===== src/hdl/tbhc_pkg.sv =====
// constants and register layout for the timebase host control block
package tbhc_pkg;
  // ****************************************************************
  // register byte offsets inside the 512-byte space
  // ****************************************************************
  localparam int unsigned tbhc_space_bytes = 512;
  localparam logic [8:0] tbhc_off_mcfg = 9'h000;
  localparam logic [8:0] tbhc_off_icfg = 9'h008;
  localparam logic [8:0] tbhc_off_ien = 9'h00C;
  localparam logic [8:0] tbhc_off_fsel0 = 9'h010;
  localparam logic [8:0] tbhc_off_flags = 9'h020;
  localparam logic [8:0] tbhc_off_tb1 = 9'h024;
  localparam logic [8:0] tbhc_off_tb2 = 9'h028;
  localparam int unsigned tbhc_fsel_regs = 4;
  // ****************************************************************
  // module configuration fields
  // ****************************************************************
  localparam int unsigned tbhc_b_stop = 15;
  localparam int unsigned tbhc_b_tb1div = 13;
  localparam int unsigned tbhc_b_tb2div = 11;
  localparam int unsigned tbhc_b_stf = 10;
  localparam int unsigned tbhc_b_timebase_two_clock_gate = 9;
  localparam int unsigned tbhc_b_emu = 8;
  localparam int unsigned tbhc_b_prescaler_clock_select = 7;
  localparam int unsigned tbhc_lvl_w = 3;
  // ****************************************************************
  // reset values and dividers
  // ****************************************************************
  localparam logic [15:0] tbhc_rst_16 = 16'h0000;
  localparam logic [31:0] tbhc_zero32 = 32'h0000_0000;
  localparam logic [3:0] tbhc_be_full = 4'hF;
  localparam logic [4:0] tbhc_div32_end = 5'h1F;
  localparam logic [1:0] tbhc_div4_end = 2'h3;
  localparam logic [2:0] tbhc_sysclk_div_eight_end = 3'h7;
  localparam logic [2:0] tbhc_filt_full = 3'h7;
  localparam logic [2:0] tbhc_filt_none = 3'h0;
endpackage : tbhc_pkg


===== src/hdl/tbhc_top.sv =====
// timebase prescalers, emulation/stop control and channel irq registers
`timescale 1ns/10ps
// Summary of operation
// - full-word access only; the flag register also takes byte writes.
// - 512-byte space decoded; unused locations read as zero.
// - timebase one source is clock over 32, or over 4 when selected.
// - timebase one divider further divides by 1, 2, 4 or 8.
// - gate mode: pin high lets clock over 8 count, low holds.
// - clock mode: synchronized, filtered rising pin edges clock timebase two.
// - timebase two divider gives 8, 16, 32 or 64 in gate mode.
// - emulation bit: engine fetches from standby ram, host blocked.
// - emulation bit takes only the first write after reset.
// - stop bit halts engine, gates clocks, freezes both timebases.
// - read-only stopped flag reports completed shutdown.
// - enable register, one bit per channel, allows irq requests.
// - irq request needs flag, enable bit and nonzero level.
// - flag cleared only by read of flags then writing zero.
// - each channel has a 4-bit function select of 16 choices.
module tbhc_top
  import tbhc_pkg::*;
#(
  parameter int unsigned num_channels = 16
) (
  input wire logic clock,
  input wire logic resetn,
  input wire logic [6:0] avs_address,
  input wire logic avs_read,
  input wire logic avs_write,
  input wire logic [31:0] avs_writedata,
  input wire logic [3:0] avs_byteenable,
  output logic [31:0] avs_readdata,
  output logic avs_waitrequest,
  input wire logic timebase_two_pin,
  input wire logic [15:0] chan_flag_set,
  output logic [15:0] timebase_one,
  output logic [15:0] timebase_two,
  output logic [63:0] chan_function,
  output logic [15:0] channel_irq_enable,
  output logic [15:0] channel_irq_flags,
  output logic [2:0] irq_level_field,
  output logic irq_request,
  output logic engine_halt,
  output logic emu_fetch_from_ram,
  output logic ram_host_block
);
  // ****************************************************************
  // elaboration check
  // ****************************************************************
  if (num_channels != 16) begin : g_chk
    $error("tbhc_top serves exactly 16 channels");
  end

  // ****************************************************************
  // state record
  // ****************************************************************
  typedef struct packed {
    logic ack;
    logic [31:0] rdata;
    logic stop;
    logic stopped_flag;
    logic emulation_bit;
    logic emu_locked;
    logic prescaler_clock_select;
    logic timebase_two_clock_gate;
    logic [1:0] tb1div;
    logic [1:0] tb2div;
    logic [2:0] level;
    logic [15:0] ien;
    logic [15:0] flags;
    logic [15:0] armed;
    logic [63:0] fsel;
    logic [4:0] pre;
    logic [2:0] div1;
    logic [2:0] div2;
    logic [15:0] tb1;
    logic [15:0] tb2;
    logic sync1;
    logic sync2;
    logic [2:0] filt;
    logic pin_f;
  } tbhc_state_t;

  tbhc_state_t s_q;
  tbhc_state_t s_d;

  // ****************************************************************
  // decode helpers
  // ****************************************************************
  // mask for the 1/2/4/8 divider: counts until low bits all ones
  function automatic logic [2:0] tbhc_div_mask(input logic [1:0] sel);
    unique case (sel)
      2'h0: tbhc_div_mask = 3'h0;
      2'h1: tbhc_div_mask = 3'h1;
      2'h2: tbhc_div_mask = 3'h3;
      2'h3: tbhc_div_mask = 3'h7;
    endcase
  endfunction

  // shared by read and write so both decode the same four words
  function automatic logic tbhc_fsel_hit(input logic [8:0] addr,
      input int unsigned idx);
    tbhc_fsel_hit = (addr == tbhc_off_fsel0 + 9'(4 * idx));
  endfunction

  logic [8:0] byte_addr;
  logic full_word;
  logic do_write;
  logic do_read;
  logic [15:0] mcfg_view;
  logic tick1;
  logic tick2;
  logic pin_rise;
  logic [15:0] wr_flags;
  logic [15:0] flag_keep;

  assign byte_addr = {avs_address, 2'b00};
  // ****************************************************************
  // bus handshake: one wait cycle, then the answer
  // ****************************************************************
  assign avs_waitrequest = (avs_read | avs_write) & ~s_q.ack;
  assign do_write = avs_write & s_q.ack;
  assign do_read = avs_read & s_q.ack;
  assign full_word = (avs_byteenable == tbhc_be_full);

  // ****************************************************************
  // configuration view
  // ****************************************************************
  always_comb begin
    mcfg_view = tbhc_rst_16;
    mcfg_view[tbhc_b_stop] = s_q.stop;
    mcfg_view[tbhc_b_tb1div +: 2] = s_q.tb1div;
    mcfg_view[tbhc_b_tb2div +: 2] = s_q.tb2div;
    mcfg_view[tbhc_b_stf] = s_q.stopped_flag;
    mcfg_view[tbhc_b_timebase_two_clock_gate] = s_q.timebase_two_clock_gate;
    mcfg_view[tbhc_b_emu] = s_q.emulation_bit;
    mcfg_view[tbhc_b_prescaler_clock_select] = s_q.prescaler_clock_select;
  end

  // ****************************************************************
  // prescaler ticks
  // ****************************************************************
  // source divided by 4 or 32
  assign tick1 = s_q.prescaler_clock_select ? (s_q.pre[1:0] == tbhc_div4_end)
                          : (s_q.pre == tbhc_div32_end);
  // filtered rising edge of the pin
  assign pin_rise = (s_q.filt == tbhc_filt_full) & ~s_q.pin_f;
  // pin gates the clock over 8
  assign tick2 = s_q.timebase_two_clock_gate ? ((s_q.pre[2:0] == tbhc_sysclk_div_eight_end) & s_q.sync2)
                          : pin_rise;

  // ****************************************************************
  // flag register byte lanes
  // ****************************************************************
  // byte lanes for the flag register; other registers need full words
  always_comb begin
    wr_flags = s_q.flags;
    if (avs_byteenable[0]) begin
      wr_flags[7:0] = avs_writedata[7:0];
    end
    if (avs_byteenable[1]) begin
      wr_flags[15:8] = avs_writedata[15:8];
    end
  end

  always_comb begin
    s_d = s_q;
    s_d.ack = (avs_read | avs_write) & ~s_q.ack;

    // ****************************************************************
    // pin synchroniser and filter
    // ****************************************************************
    // pin synchroniser, first stage read only by the second
    s_d.sync1 = timebase_two_pin;
    s_d.sync2 = s_q.sync1;
    // digital filter needs three agreeing samples
    s_d.filt = {s_q.filt[1:0], s_q.sync2};
    if (s_q.filt == tbhc_filt_full) begin
      s_d.pin_f = 1'b1;
    end else if (s_q.filt == tbhc_filt_none) begin
      s_d.pin_f = 1'b0;
    end

    // ****************************************************************
    // timebase counters
    // ****************************************************************
    // clocks gated while stopped, counters freeze
    if (!s_q.stop) begin
      s_d.pre = s_q.pre + 5'h01;
      if (tick1) begin
        // divide by 1, 2, 4 or 8
        if ((s_q.div1 & tbhc_div_mask(s_q.tb1div)) ==
            tbhc_div_mask(s_q.tb1div)) begin
          s_d.div1 = 3'h0;
          s_d.tb1 = s_q.tb1 + 16'h0001;
        end else begin
          s_d.div1 = s_q.div1 + 3'h1;
        end
      end
      if (tick2) begin
        // divide by 1, 2, 4 or 8 after the gate
        if ((s_q.div2 & tbhc_div_mask(s_q.tb2div)) ==
            tbhc_div_mask(s_q.tb2div)) begin
          s_d.div2 = 3'h0;
          s_d.tb2 = s_q.tb2 + 16'h0001;
        end else begin
          s_d.div2 = s_q.div2 + 3'h1;
        end
      end
    end
    // flag follows one cycle after stop takes effect
    // and drops once stop is cleared
    s_d.stopped_flag = s_q.stop;

    // ****************************************************************
    // register writes
    // ****************************************************************
    flag_keep = 16'hFFFF;
    if (do_write && full_word) begin
      unique case (byte_addr)
        tbhc_off_mcfg: begin
          s_d.stop = avs_writedata[tbhc_b_stop];
          s_d.tb1div = avs_writedata[tbhc_b_tb1div +: 2];
          s_d.tb2div = avs_writedata[tbhc_b_tb2div +: 2];
          s_d.timebase_two_clock_gate = avs_writedata[tbhc_b_timebase_two_clock_gate];
          s_d.prescaler_clock_select = avs_writedata[tbhc_b_prescaler_clock_select];
          if (!s_q.emu_locked) begin
            s_d.emulation_bit = avs_writedata[tbhc_b_emu];
            s_d.emu_locked = 1'b1;
          end
        end
        tbhc_off_icfg: s_d.level = avs_writedata[tbhc_lvl_w-1:0];
        tbhc_off_ien: s_d.ien = avs_writedata[15:0];
        default: begin
          for (int i = 0; i < tbhc_fsel_regs; i++) begin
            if (tbhc_fsel_hit(byte_addr, i)) begin
              s_d.fsel[16*i +: 16] = avs_writedata[15:0];
            end
          end
        end
      endcase
    end
    // zero written only clears a bit seen set by a read
    if (do_write && byte_addr == tbhc_off_flags) begin
      flag_keep = wr_flags | ~s_q.armed;
      s_d.armed = s_q.armed & wr_flags;
    end
    // hardware set wins over a clear in the same cycle
    s_d.flags = (s_q.flags & flag_keep) | chan_flag_set;

    // ****************************************************************
    // register reads, prepared during the wait cycle
    // ****************************************************************
    if ((avs_read | avs_write) && !s_q.ack) begin
      s_d.rdata = tbhc_zero32;
      // anything not listed reads as zero
      unique case (byte_addr)
        tbhc_off_mcfg: s_d.rdata[15:0] = mcfg_view;
        tbhc_off_icfg: s_d.rdata[tbhc_lvl_w-1:0] = s_q.level;
        tbhc_off_ien: s_d.rdata[15:0] = s_q.ien;
        tbhc_off_flags: s_d.rdata[15:0] = s_q.flags;
        tbhc_off_tb1: s_d.rdata[15:0] = s_q.tb1;
        tbhc_off_tb2: s_d.rdata[15:0] = s_q.tb2;
        default: begin
          for (int i = 0; i < tbhc_fsel_regs; i++) begin
            if (tbhc_fsel_hit(byte_addr, i)) begin
              s_d.rdata[15:0] = s_q.fsel[16*i +: 16];
            end
          end
        end
      endcase
    end
    // a flags read arms the bits it returned
    if (do_read && byte_addr == tbhc_off_flags) begin
      s_d.armed = s_q.armed | s_q.rdata[15:0];
    end
  end

  // ****************************************************************
  // state register
  // ****************************************************************
  always_ff @(posedge clock) begin
    if (!resetn) begin
      s_q <= '0;
    end else begin
      s_q <= s_d;
    end
  end

  // ****************************************************************
  // outputs
  // ****************************************************************
  assign avs_readdata = s_q.rdata;
  assign timebase_one = s_q.tb1;
  assign timebase_two = s_q.tb2;
  assign chan_function = s_q.fsel;
  assign channel_irq_enable = s_q.ien;
  assign channel_irq_flags = s_q.flags;
  assign irq_level_field = s_q.level;
  // request needs flag, enable and nonzero level
  assign irq_request = (|(s_q.flags & s_q.ien)) & (|s_q.level);
  assign engine_halt = s_q.stop;
  // emulation redirects fetch and blocks host ram access
  assign emu_fetch_from_ram = s_q.emulation_bit;
  assign ram_host_block = s_q.emulation_bit;
endmodule // tbhc_top


===== config.mk =====
export PLATFORM = sky130hd
export DESIGN_NAME = tbhc_top
export DESIGN_NICKNAME = d
export VERILOG_FILES = /design/src/hdl/tbhc_pkg.sv /design/src/hdl/tbhc_top.sv
export SDC_FILE = /design/constraint.sdc
export NUM_CORES = 1
export LEC_CHECK = 0
export ABC_AREA = 1
export BUFFER_PORTS_ARGS = -buffer_cell sky130_fd_sc_hd__buf_2
export CAP_MARGIN = 20
export CORE_AREA = 8 8 163 165
export DETAILED_ROUTE_END_ITERATION = 8
export DIE_AREA = 0 0 171 173
export GPL_ROUTABILITY_DRIVEN = 1
export PLACE_DENSITY_LB_ADDON = 0.1
export SYNTH_ARGS = -nofsm -noshare
export SYNTH_HDL_FRONTEND = slang
export SYNTH_SLANG_ARGS = --single-unit

===== constraint.sdc =====
create_clock -name clock -period 2.4 [get_ports clock]
set_input_delay 0.24 -clock clock [delete_from_list [all_inputs] [get_ports clock]]
set_output_delay 0.24 -clock clock [all_outputs]
set_load 0.02 [all_outputs]

==> impl_metrics.csv, run 1 <==
group,metric,value,unit
outcome,run_status,"completed",
clock_tree,clk_latency,440,ps
routing,drt_pass1_iterations,5,
placed_design,postPlaceCellArea,10700,sq um
timing,slew_viol_final,0,
routing,vias_per_cell,5.03,
grt,grt_max_degree,135,
grt,grt_pass1_vias,8856,
yosys,synthFlopType,"dfxtp_1",
power,pwr-share-comb,7.5,%
floorplan,die-height,173,microns
layout,fin_area,11300,sq um
yosys,syn-cell-area,10600,sq um
clock_tree,root_buffer,"clkbuf_16",
yosys,synth_adder_area_share,0.829,%
routing,num_vias,9587,
clock_tree,clkTransAtPathRegs,80,ps
yosys,ys_types,43,
yosys,synth_xor_xnor_area_share,1.08,%
min_path,min-delay-path-class,"input port to flop",
floorplan,die_x,171,microns
routing,drtIter0Drc,786,
power,intPower,0.00478,W
timing,finalCriticalPeriod,2030,ps
power,leakage,5.04,nW
yosys,synth_compound_area_share,15.3,%
clock_tree,cts_tree,"built",
timing,finalSetupTns,0,ps
layout,drive_gt1_share,18.2,%
routing,drcViolationCount,0,
clock_tree,cts_htree_levels,4,
floorplan,core-area,24000,sq um
yosys,synth_mux_area_share,0,%
timing,setup_viol,0,
yosys,yosys.area_share.simple,25.7,%
routing,totalWireLength,33200,microns
power,sw_frac_of_total,27.8,%
timing,worstMarginPinSlew,653,ps
clock_tree,numCtsBuffers,17,
timing,fmax,492,MHz
yosys,ys_ff_latch,191,
layout,syn_to_final_growth,7.18,%
worst_setup_path,worst_ep_arrival_time,2360,ps
timing,rsz0062_at_grt,"no",
floorplan,rows,57,
job,maxCapViolCount,0,
clock_tree,cts_setup_buffers,0,
power,power_density,585,nW/um^2
worst_setup_path,rrSetupSlack,370,ps
timing,slew_headroom,56.4,%
worst_setup_path,crit_required,2730,ps
yosys,async_reset_ff_share,0,%
placed_design,dp_hpwl,24400,microns
placed_design,io_buffers,199,
worst_setup_path,critical_path_class,"flop to flop",
yosys,ys.warnings.count,0,
timing,finalHoldViolCount,0,
clock_tree,clock-sinks,191,
power,peakVddDrop,0.000391,V
yosys,syn_inst,1537,
yosys,synth-seq-area-share,36.2,%
timing,finalClockSkew,11.9,ps
yosys,synth_enable_flop_cells,0,
grt,grt-ovfl-total,0,
routing,ant_nets,0,
worst_setup_path,crit_fanout,19,
power,clockPowerShare,43.1,%
floorplan,ios,232,
routing,avgRoutedWirePerCell,17.4,microns
yosys,syn_area_per_cell,6.87,sq um
timing,timing.final.crit_share,84.7,%
worst_setup_path,worst_setup_path_end_kind,"flop",
floorplan,dieArea,29600,sq um
power,p_sw,0.00184,W
floorplan,start_util,44.1,%
yosys,synth_top_family_by_area,"simple AND/OR/NAND/NOR gates",
worst_setup_path,cp-start-kind,"flop",
grt,antenna_found_initial,1,
power,pwr-share-seq,49.3,%
grt,grt_pass1_wl,51000,microns
placed_design,place.gp.congestion,0.860,
grt,grt_usage,22.0,%
layout,nNetsFinal,1639,
clock_tree,clockBufferDepth,2,
power by group through the flow:
stage	logic [W]	clock network (W)	registers (W)
final	0.000499	0.00286	0.00327
after floorplan	0.000370	0	0.00332
after global routing	0.000548	0.00303	0.00327
after CTS	0.000497	0.00291	0.00327
after detailed placement	0.000487	0	0.00334
after global placement	0.000485	0	0.00334
per-layer routing:
metal,vias to the layer above,global-route usage (%),part of all wire (%)
met4,0,6.45,1.7
met3,29,3.71,6.7
li1,4893,-,-
met1,4348,29.7,45
met2,317,35.1,46
met5,-,0,0
synth_stat cells, types with 4 or more instances:
library cell  count  share of area, %
a21oi_1         132               6.3
nor2_1          172               6.1
dfxtp_1         191                36
nor2_2            6              0.36
o21ai_0         131               6.2
buf_2            31               1.5
nand3_1         139               6.6
nand2_1         225               8.0
a211oi_1          7              0.50
inv_2             6              0.21
nand2_2           4              0.24
nor3_1           33               1.6
xor2_1           12               1.0
inv_1           158               5.6
ha_1              7              0.83
o21ai_1          28               1.3
nand4_1          22               1.3
buf_4           170                12
clkbuf_1         26              0.92
flip-flops by register name, summed over array words and instances (netlist names):
name                cells
chan_function          64
s_q                    31
avs_readdata           16
channel_irq_enable     16
channel_irq_flags      16
timebase_one           16
timebase_two           16
mcfg_view               7
s_d                     4
irq_level_field         3
emu_fetch_from_ram      1
engine_halt             1
per-stage QoR:
stage	util, %	setup slack (ps)	hold slack, ps	cells	power (W)
floorplan	-	593	338	1552	0.00369
global placement	44.5	287	397	1866	0.00383
detailed placement	44.5	238	397	1866	0.00383
CTS	47.2	377	0.606	1905	0.00668
global route	47.2	142	26.7	1906	0.00686
finish	47.2	366	15.2	1906	0.00662
final timing paths:
check	startpoint	to	cells past startpoint
setup / recovery	s_q[44]$_SDFFE_PN0N_	timebase_one[9]$_SDFFE_PN0P_	12
setup reg to reg	s_q[44]$_SDFFE_PN0N_	timebase_one[9]$_SDFFE_PN0P_	12
hold reg to reg	s_d[4]$_SDFF_PN0_	s_d[1]$_SDFF_PN0_	2
hold / removal	chan_flag_set[7]	channel_irq_flags[7]$_SDFF_PN0_	3
logic make-up (layout without fill, tap and decap cells):
group                    Yosys count  after routing
AO/OA/AOI/OAI                    312            312
XOR/XNOR                          13             13
other                              1             17
AND/OR/NAND/NOR                  616            616
buffers and inverters            397            426
flip-flops                       191            191
adder cells (fa/ha/maj)            7              7
timing repair:
item,4_1_cts,5_1_grt
hold buffers,7,0
resized for setup,0,0
endpoints found under the hold margin,7,0
critical path, stage by stage (launching register included):
cell	delay (ps)
dfxtp_1	330
ha_1	220
inv_1	80
nor3_1	50
ha_1	160
or2_2	260
nand3_1	120
inv_1	80
nand2_1	90
buf_4	240
nor2_1	100
a21oi_1	130
nor2_1	50
cell usage in the layout (no fill, tap or decap), drive strengths merged, types with 2 or more instances in the layout:
master         n
clkinv         2
nand2        231
ha             7
conb          16
nor2         182
o21ai        160
nand4         22
inv          176
o2111ai        2
dfxtp        191
clkbuf        18
o21bai         2
a21oi        133
xor2          12
buf          222
nor3          36
nand3        142
a211oi         7
o211ai         3
dlygate4sd3    7
area by class of cell:
class,instances,area (sq um)
clock buffer,18,439
tap,324,405
clock inverter,14,139
multi-input combinational,964,4610
antenna,1,2.50
fill,2561,12600
sequential,191,3820
timing repair buffer,229,1280
inverter,165,624
(Power assumes the default switching activity.)
==> run 2: changes to the inputs <==
--- a/config.mk
+++ b/config.mk
@@ -5,12 +5,12 @@
 export SDC_FILE = /design/constraint.sdc
 export NUM_CORES = 1
 export LEC_CHECK = 0
-export ABC_AREA = 1
+export ABC_AREA = 0
 export BUFFER_PORTS_ARGS = -buffer_cell sky130_fd_sc_hd__buf_2
 export CAP_MARGIN = 20
-export CORE_AREA = 8 8 163 165
+export CORE_AREA = 8 8 157 159
 export DETAILED_ROUTE_END_ITERATION = 8
-export DIE_AREA = 0 0 171 173
+export DIE_AREA = 0 0 165 167
 export GPL_ROUTABILITY_DRIVEN = 1
 export PLACE_DENSITY_LB_ADDON = 0.1
 export SYNTH_ARGS = -nofsm -noshare
==> constraint.sdc (replaced) <==
create_clock -name clock -period 1.9 [get_ports clock]
set_input_delay 0.19 -clock clock [delete_from_list [all_inputs] [get_ports clock]]
set_output_delay 0.19 -clock clock [all_outputs]
set_load 0.02 [all_outputs]
==> run 2 against run 1 <==
The flow now finishes with violations (negative setup slack). Setup slack got worse by 660 ps. Clock skew down 0.90 ps. Total power rose by 27%. Final cell count is 17% lower. Clock power grew 26%. Global-route usage rose by 1.8 points. Critical path type unchanged. Largest cell class unchanged. Largest power group unchanged. Highest routed layer unchanged.
==> impl_metrics.csv, run 2 <==
group,metric,value,unit
timing,finalHoldViolCount,0,
grt,grt_pass1_vias,8349,
placed_design,dp_hpwl,24500,microns
outcome,violations,"negative setup slack",
layout,fin_area,11500,sq um
worst_setup_path,worst_ep_arrival_time,2560,ps
timing,rsz0062_at_grt,"yes",
min_path,holdPathEnd,"channel_irq_flags[7]$_SDFF_PN0_",
power,power_density,735,nW/um^2
timing,setup_viol,10,
routing,drt_pass1_iterations,5,
yosys,synth-seq-area-share,38.8,%
layout,multiInputGateArea,4770,sq um
yosys,synth.most_common_cell,"nand2_1",
worst_setup_path,critical-path-slowest-cell,"or4_4",
worst_setup_path,worst_setup_path_end_kind,"flop",
worst_setup_path,crit_chain,"ha_4, and3_4, ha_4, mux2i_2, or2_4, or4_4, or4_1, a21oi_1",
worst_setup_path,r2r-end,"timebase_one[15]$_SDFFE_PN0P_",
timing,worstMarginPinSlew,562,ps
yosys,ys_ff_latch,191,
power,pwr-share-comb,8.3,%
timing,finalCriticalPeriod,2200,ps
job,maxCapViolCount,0,
layout,final_cell_mix,"208 x nand2_1, 197 x buf_2, 185 x dfxtp_1, 114 x a21oi_1, 64 x buf_4",
power,sw_frac_of_total,26.6,%
routing,avgRoutedWirePerCell,21.0,microns
layout,nFillCells,2165,
grt,grt_pass1_wl,50700,microns
power,peakVddDrop,0.000548,V
worst_setup_path,crit_required,2260,ps
timing,slew_viol_final,0,
routing,totalWireLength,33100,microns
clock_tree,cts_tree,"built",
outcome,run_status,"finished with violations",
clock_tree,root_buffer,"clkbuf_16",
worst_setup_path,crit_cells,8,
worst_setup_path,critical_path_class,"flop to flop",
yosys,syn-cell-area,9850,sq um
worst_setup_path,r2r_cells,8,
floorplan,die_x,165,microns
worst_setup_path,rrSetupSlack,-300,ps
routing,drtIter0Drc,751,
yosys,ys_top_cells_by_count,"208 x nand2_1, 191 x dfxtp_1, 165 x buf_4",
timing,slew_headroom,62.1,%
placed_design,detailedPlace.worstSlack,-299,ps
routing,ant_nets,0,
timing,finalClockSkew,11.0,ps
power,leakage,4.61,nW
clock_tree,clkTransAtPathRegs,80,ps
placed_design,postPlaceCellArea,10500,sq um
layout,drive_gt1_share,29.1,%
timing,timing.final.crit_share,116,%
yosys,async_reset_ff_share,0,%
floorplan,rows,55,
min_path,min-delay-path-class,"input port to flop",
worst_setup_path,crit_fanout,5,
grt,antenna_found_initial,0,
layout,final_common_cell,"nand2_1",
power,clockPowerShare,42.6,%
worst_setup_path,r2r_start,"s_q[45]$_SDFFE_PN0N_",
layout,diodes,0,
layout,syn_to_final_growth,16.6,%
floorplan,die-height,167,microns
worst_setup_path,cp_top_family,"simple AND/OR/NAND/NOR gates",
clock_tree,clock-sinks,191,
layout,finalCoreUtilization,51.7,%
placed_design,io_buffers,199,
floorplan,start_util,44.3,%
min_path,hp-start,"chan_flag_set[7]",
yosys,syn_inst,1191,
worst_setup_path,path_buf_inv,0,
yosys,synth_enable_flop_cells,0,
clock_tree,clockBufferDepth,2,
worst_setup_path,max_stage_delay,450,ps
routing,vias_per_cell,5.51,
timing,postLayoutSetupSlackWorst,-298,ps
floorplan,core-area,22200,sq um
power,intPower,0.00619,W
yosys,ys_types,60,
floorplan,ios,232,
placed_design,place_inst,1525,
yosys,ys.warnings.count,0,
grt,grt_usage,23.7,%
power,pwr-share-seq,49.1,%
layout,nNetsFinal,1352,
layout,largest_reg_flops,64,
clock_tree,clk_latency,440,ps
yosys,synthFlopType,"dfxtp_1",
floorplan,dieArea,27600,sq um
worst_setup_path,cpMostUsedCell,"ha_4",
routing,drcViolationCount,0,
yosys,synth_area_leaders,"dfxtp_1 39%, buf_4 13%, nand2_1 7.9%",
layout,seq_area,3830,sq um
clock_tree,numCtsBuffers,17,
grt,grt_max_degree,69,
power,p_sw,0.00225,W
worst_setup_path,cp-start-kind,"flop",
layout,fin_cells,1579,
routing,num_vias,8695,
yosys,synth_largest_area_cell,"dfxtp_1",
min_path,hold_depth,3,
grt,grt-ovfl-total,0,
placed_design,place.gp.congestion,0.837,
yosys,synth_top_area_share,38.8,%
yosys,syn_area_per_cell,8.27,sq um
timing,fmax,455,MHz
clock_tree,cts_htree_levels,4,
[run 2: routing by layer]
layer | track usage (%) | wire length [microns] | vias to the layer above
met3 | 6.07 | 2460 | 25
met5 | 0 | 0 | -
met1 | 31.9 | 15000 | 4246
met2 | 37.2 | 15300 | 270
met4 | 5.49 | 433 | 0
li1 | - | - | 4154
[run 2: metrics by stage]
step / hold slack (ps) / power [W] / setup TNS, ps
detailed placement: 400 / 0.00491 / -2720
floorplan: 307 / 0.00467 / -1330
finish: 26.0 / 0.00844 / -1480
global route: 39.7 / 0.00872 / -2610
global placement: 400 / 0.00490 / -2230
CTS: 7.55 / 0.00849 / -1560
[run 2: what timing repair did]
item | CTS | global route
pin swaps | 22 | 18
cloned | 1 | 0
hold endpoints to repair | 15 | 0
endpoints found under the setup margin | 24 | 31
gates resized for setup | 31 | 17
buffers inserted | 7 | 3
hold buffers | 15 | 0
[run 2: logic make-up after synthesis]
logic type,count (synthesis),share of synthesized area (%)
AND/OR/NAND/NOR,413,19.3
AO/OA/AOI/OAI,255,15.5
buffers and inverters,249,15.9
flip-flops,191,38.8
multiplexers,60,8.17
XOR/XNOR,15,1.33
adder cells (fa/ha/maj),7,0.889
other,1,0.0381
[run 2: worst max-delay path by stage]
stage                                    start                       endpoint  slack [ps]
after floorplan           s_q[45]$_SDFFE_PN0N_  timebase_one[15]$_SDFFE_PN0P_        -320
after global placement    s_q[45]$_SDFFE_PN0N_  timebase_one[15]$_SDFFE_PN0P_        -280
after detailed placement  s_q[45]$_SDFFE_PN0N_  timebase_one[15]$_SDFFE_PN0P_        -300
after CTS                 s_q[45]$_SDFFE_PN0N_  timebase_one[15]$_SDFFE_PN0P_        -300
after global routing      s_q[45]$_SDFFE_PN0N_  timebase_one[13]$_SDFFE_PN0P_        -360
final                     s_q[45]$_SDFFE_PN0N_  timebase_one[15]$_SDFFE_PN0P_        -300
[run 2: power groups by stage]
stage	clock, W	combinational (W)	sequential, W
floorplan	0	0.000472	0.00420
global placement	0	0.000667	0.00424
detailed placement	0	0.000670	0.00424
CTS	0.00365	0.000696	0.00414
global route	0.00381	0.000752	0.00415
finish	0.00359	0.000702	0.00415
[run 2: final cells by class]
cell class                 count  share of cell area [%]
clock buffer                  20                    3.89
clock inverter                12                    1.10
inverter                       9                   0.305
multi-input combinational    767                    41.5
sequential                   191                    33.4
tap                          285                    3.10
timing repair buffer         295                    16.7
[run 2: worst min-delay path, delay by kind of cell]
family	cells	cell delay [ps]
AND/OR/NAND/NOR	1	70
buffers and inverters	1	110
AO/OA/AOI/OAI	1	40
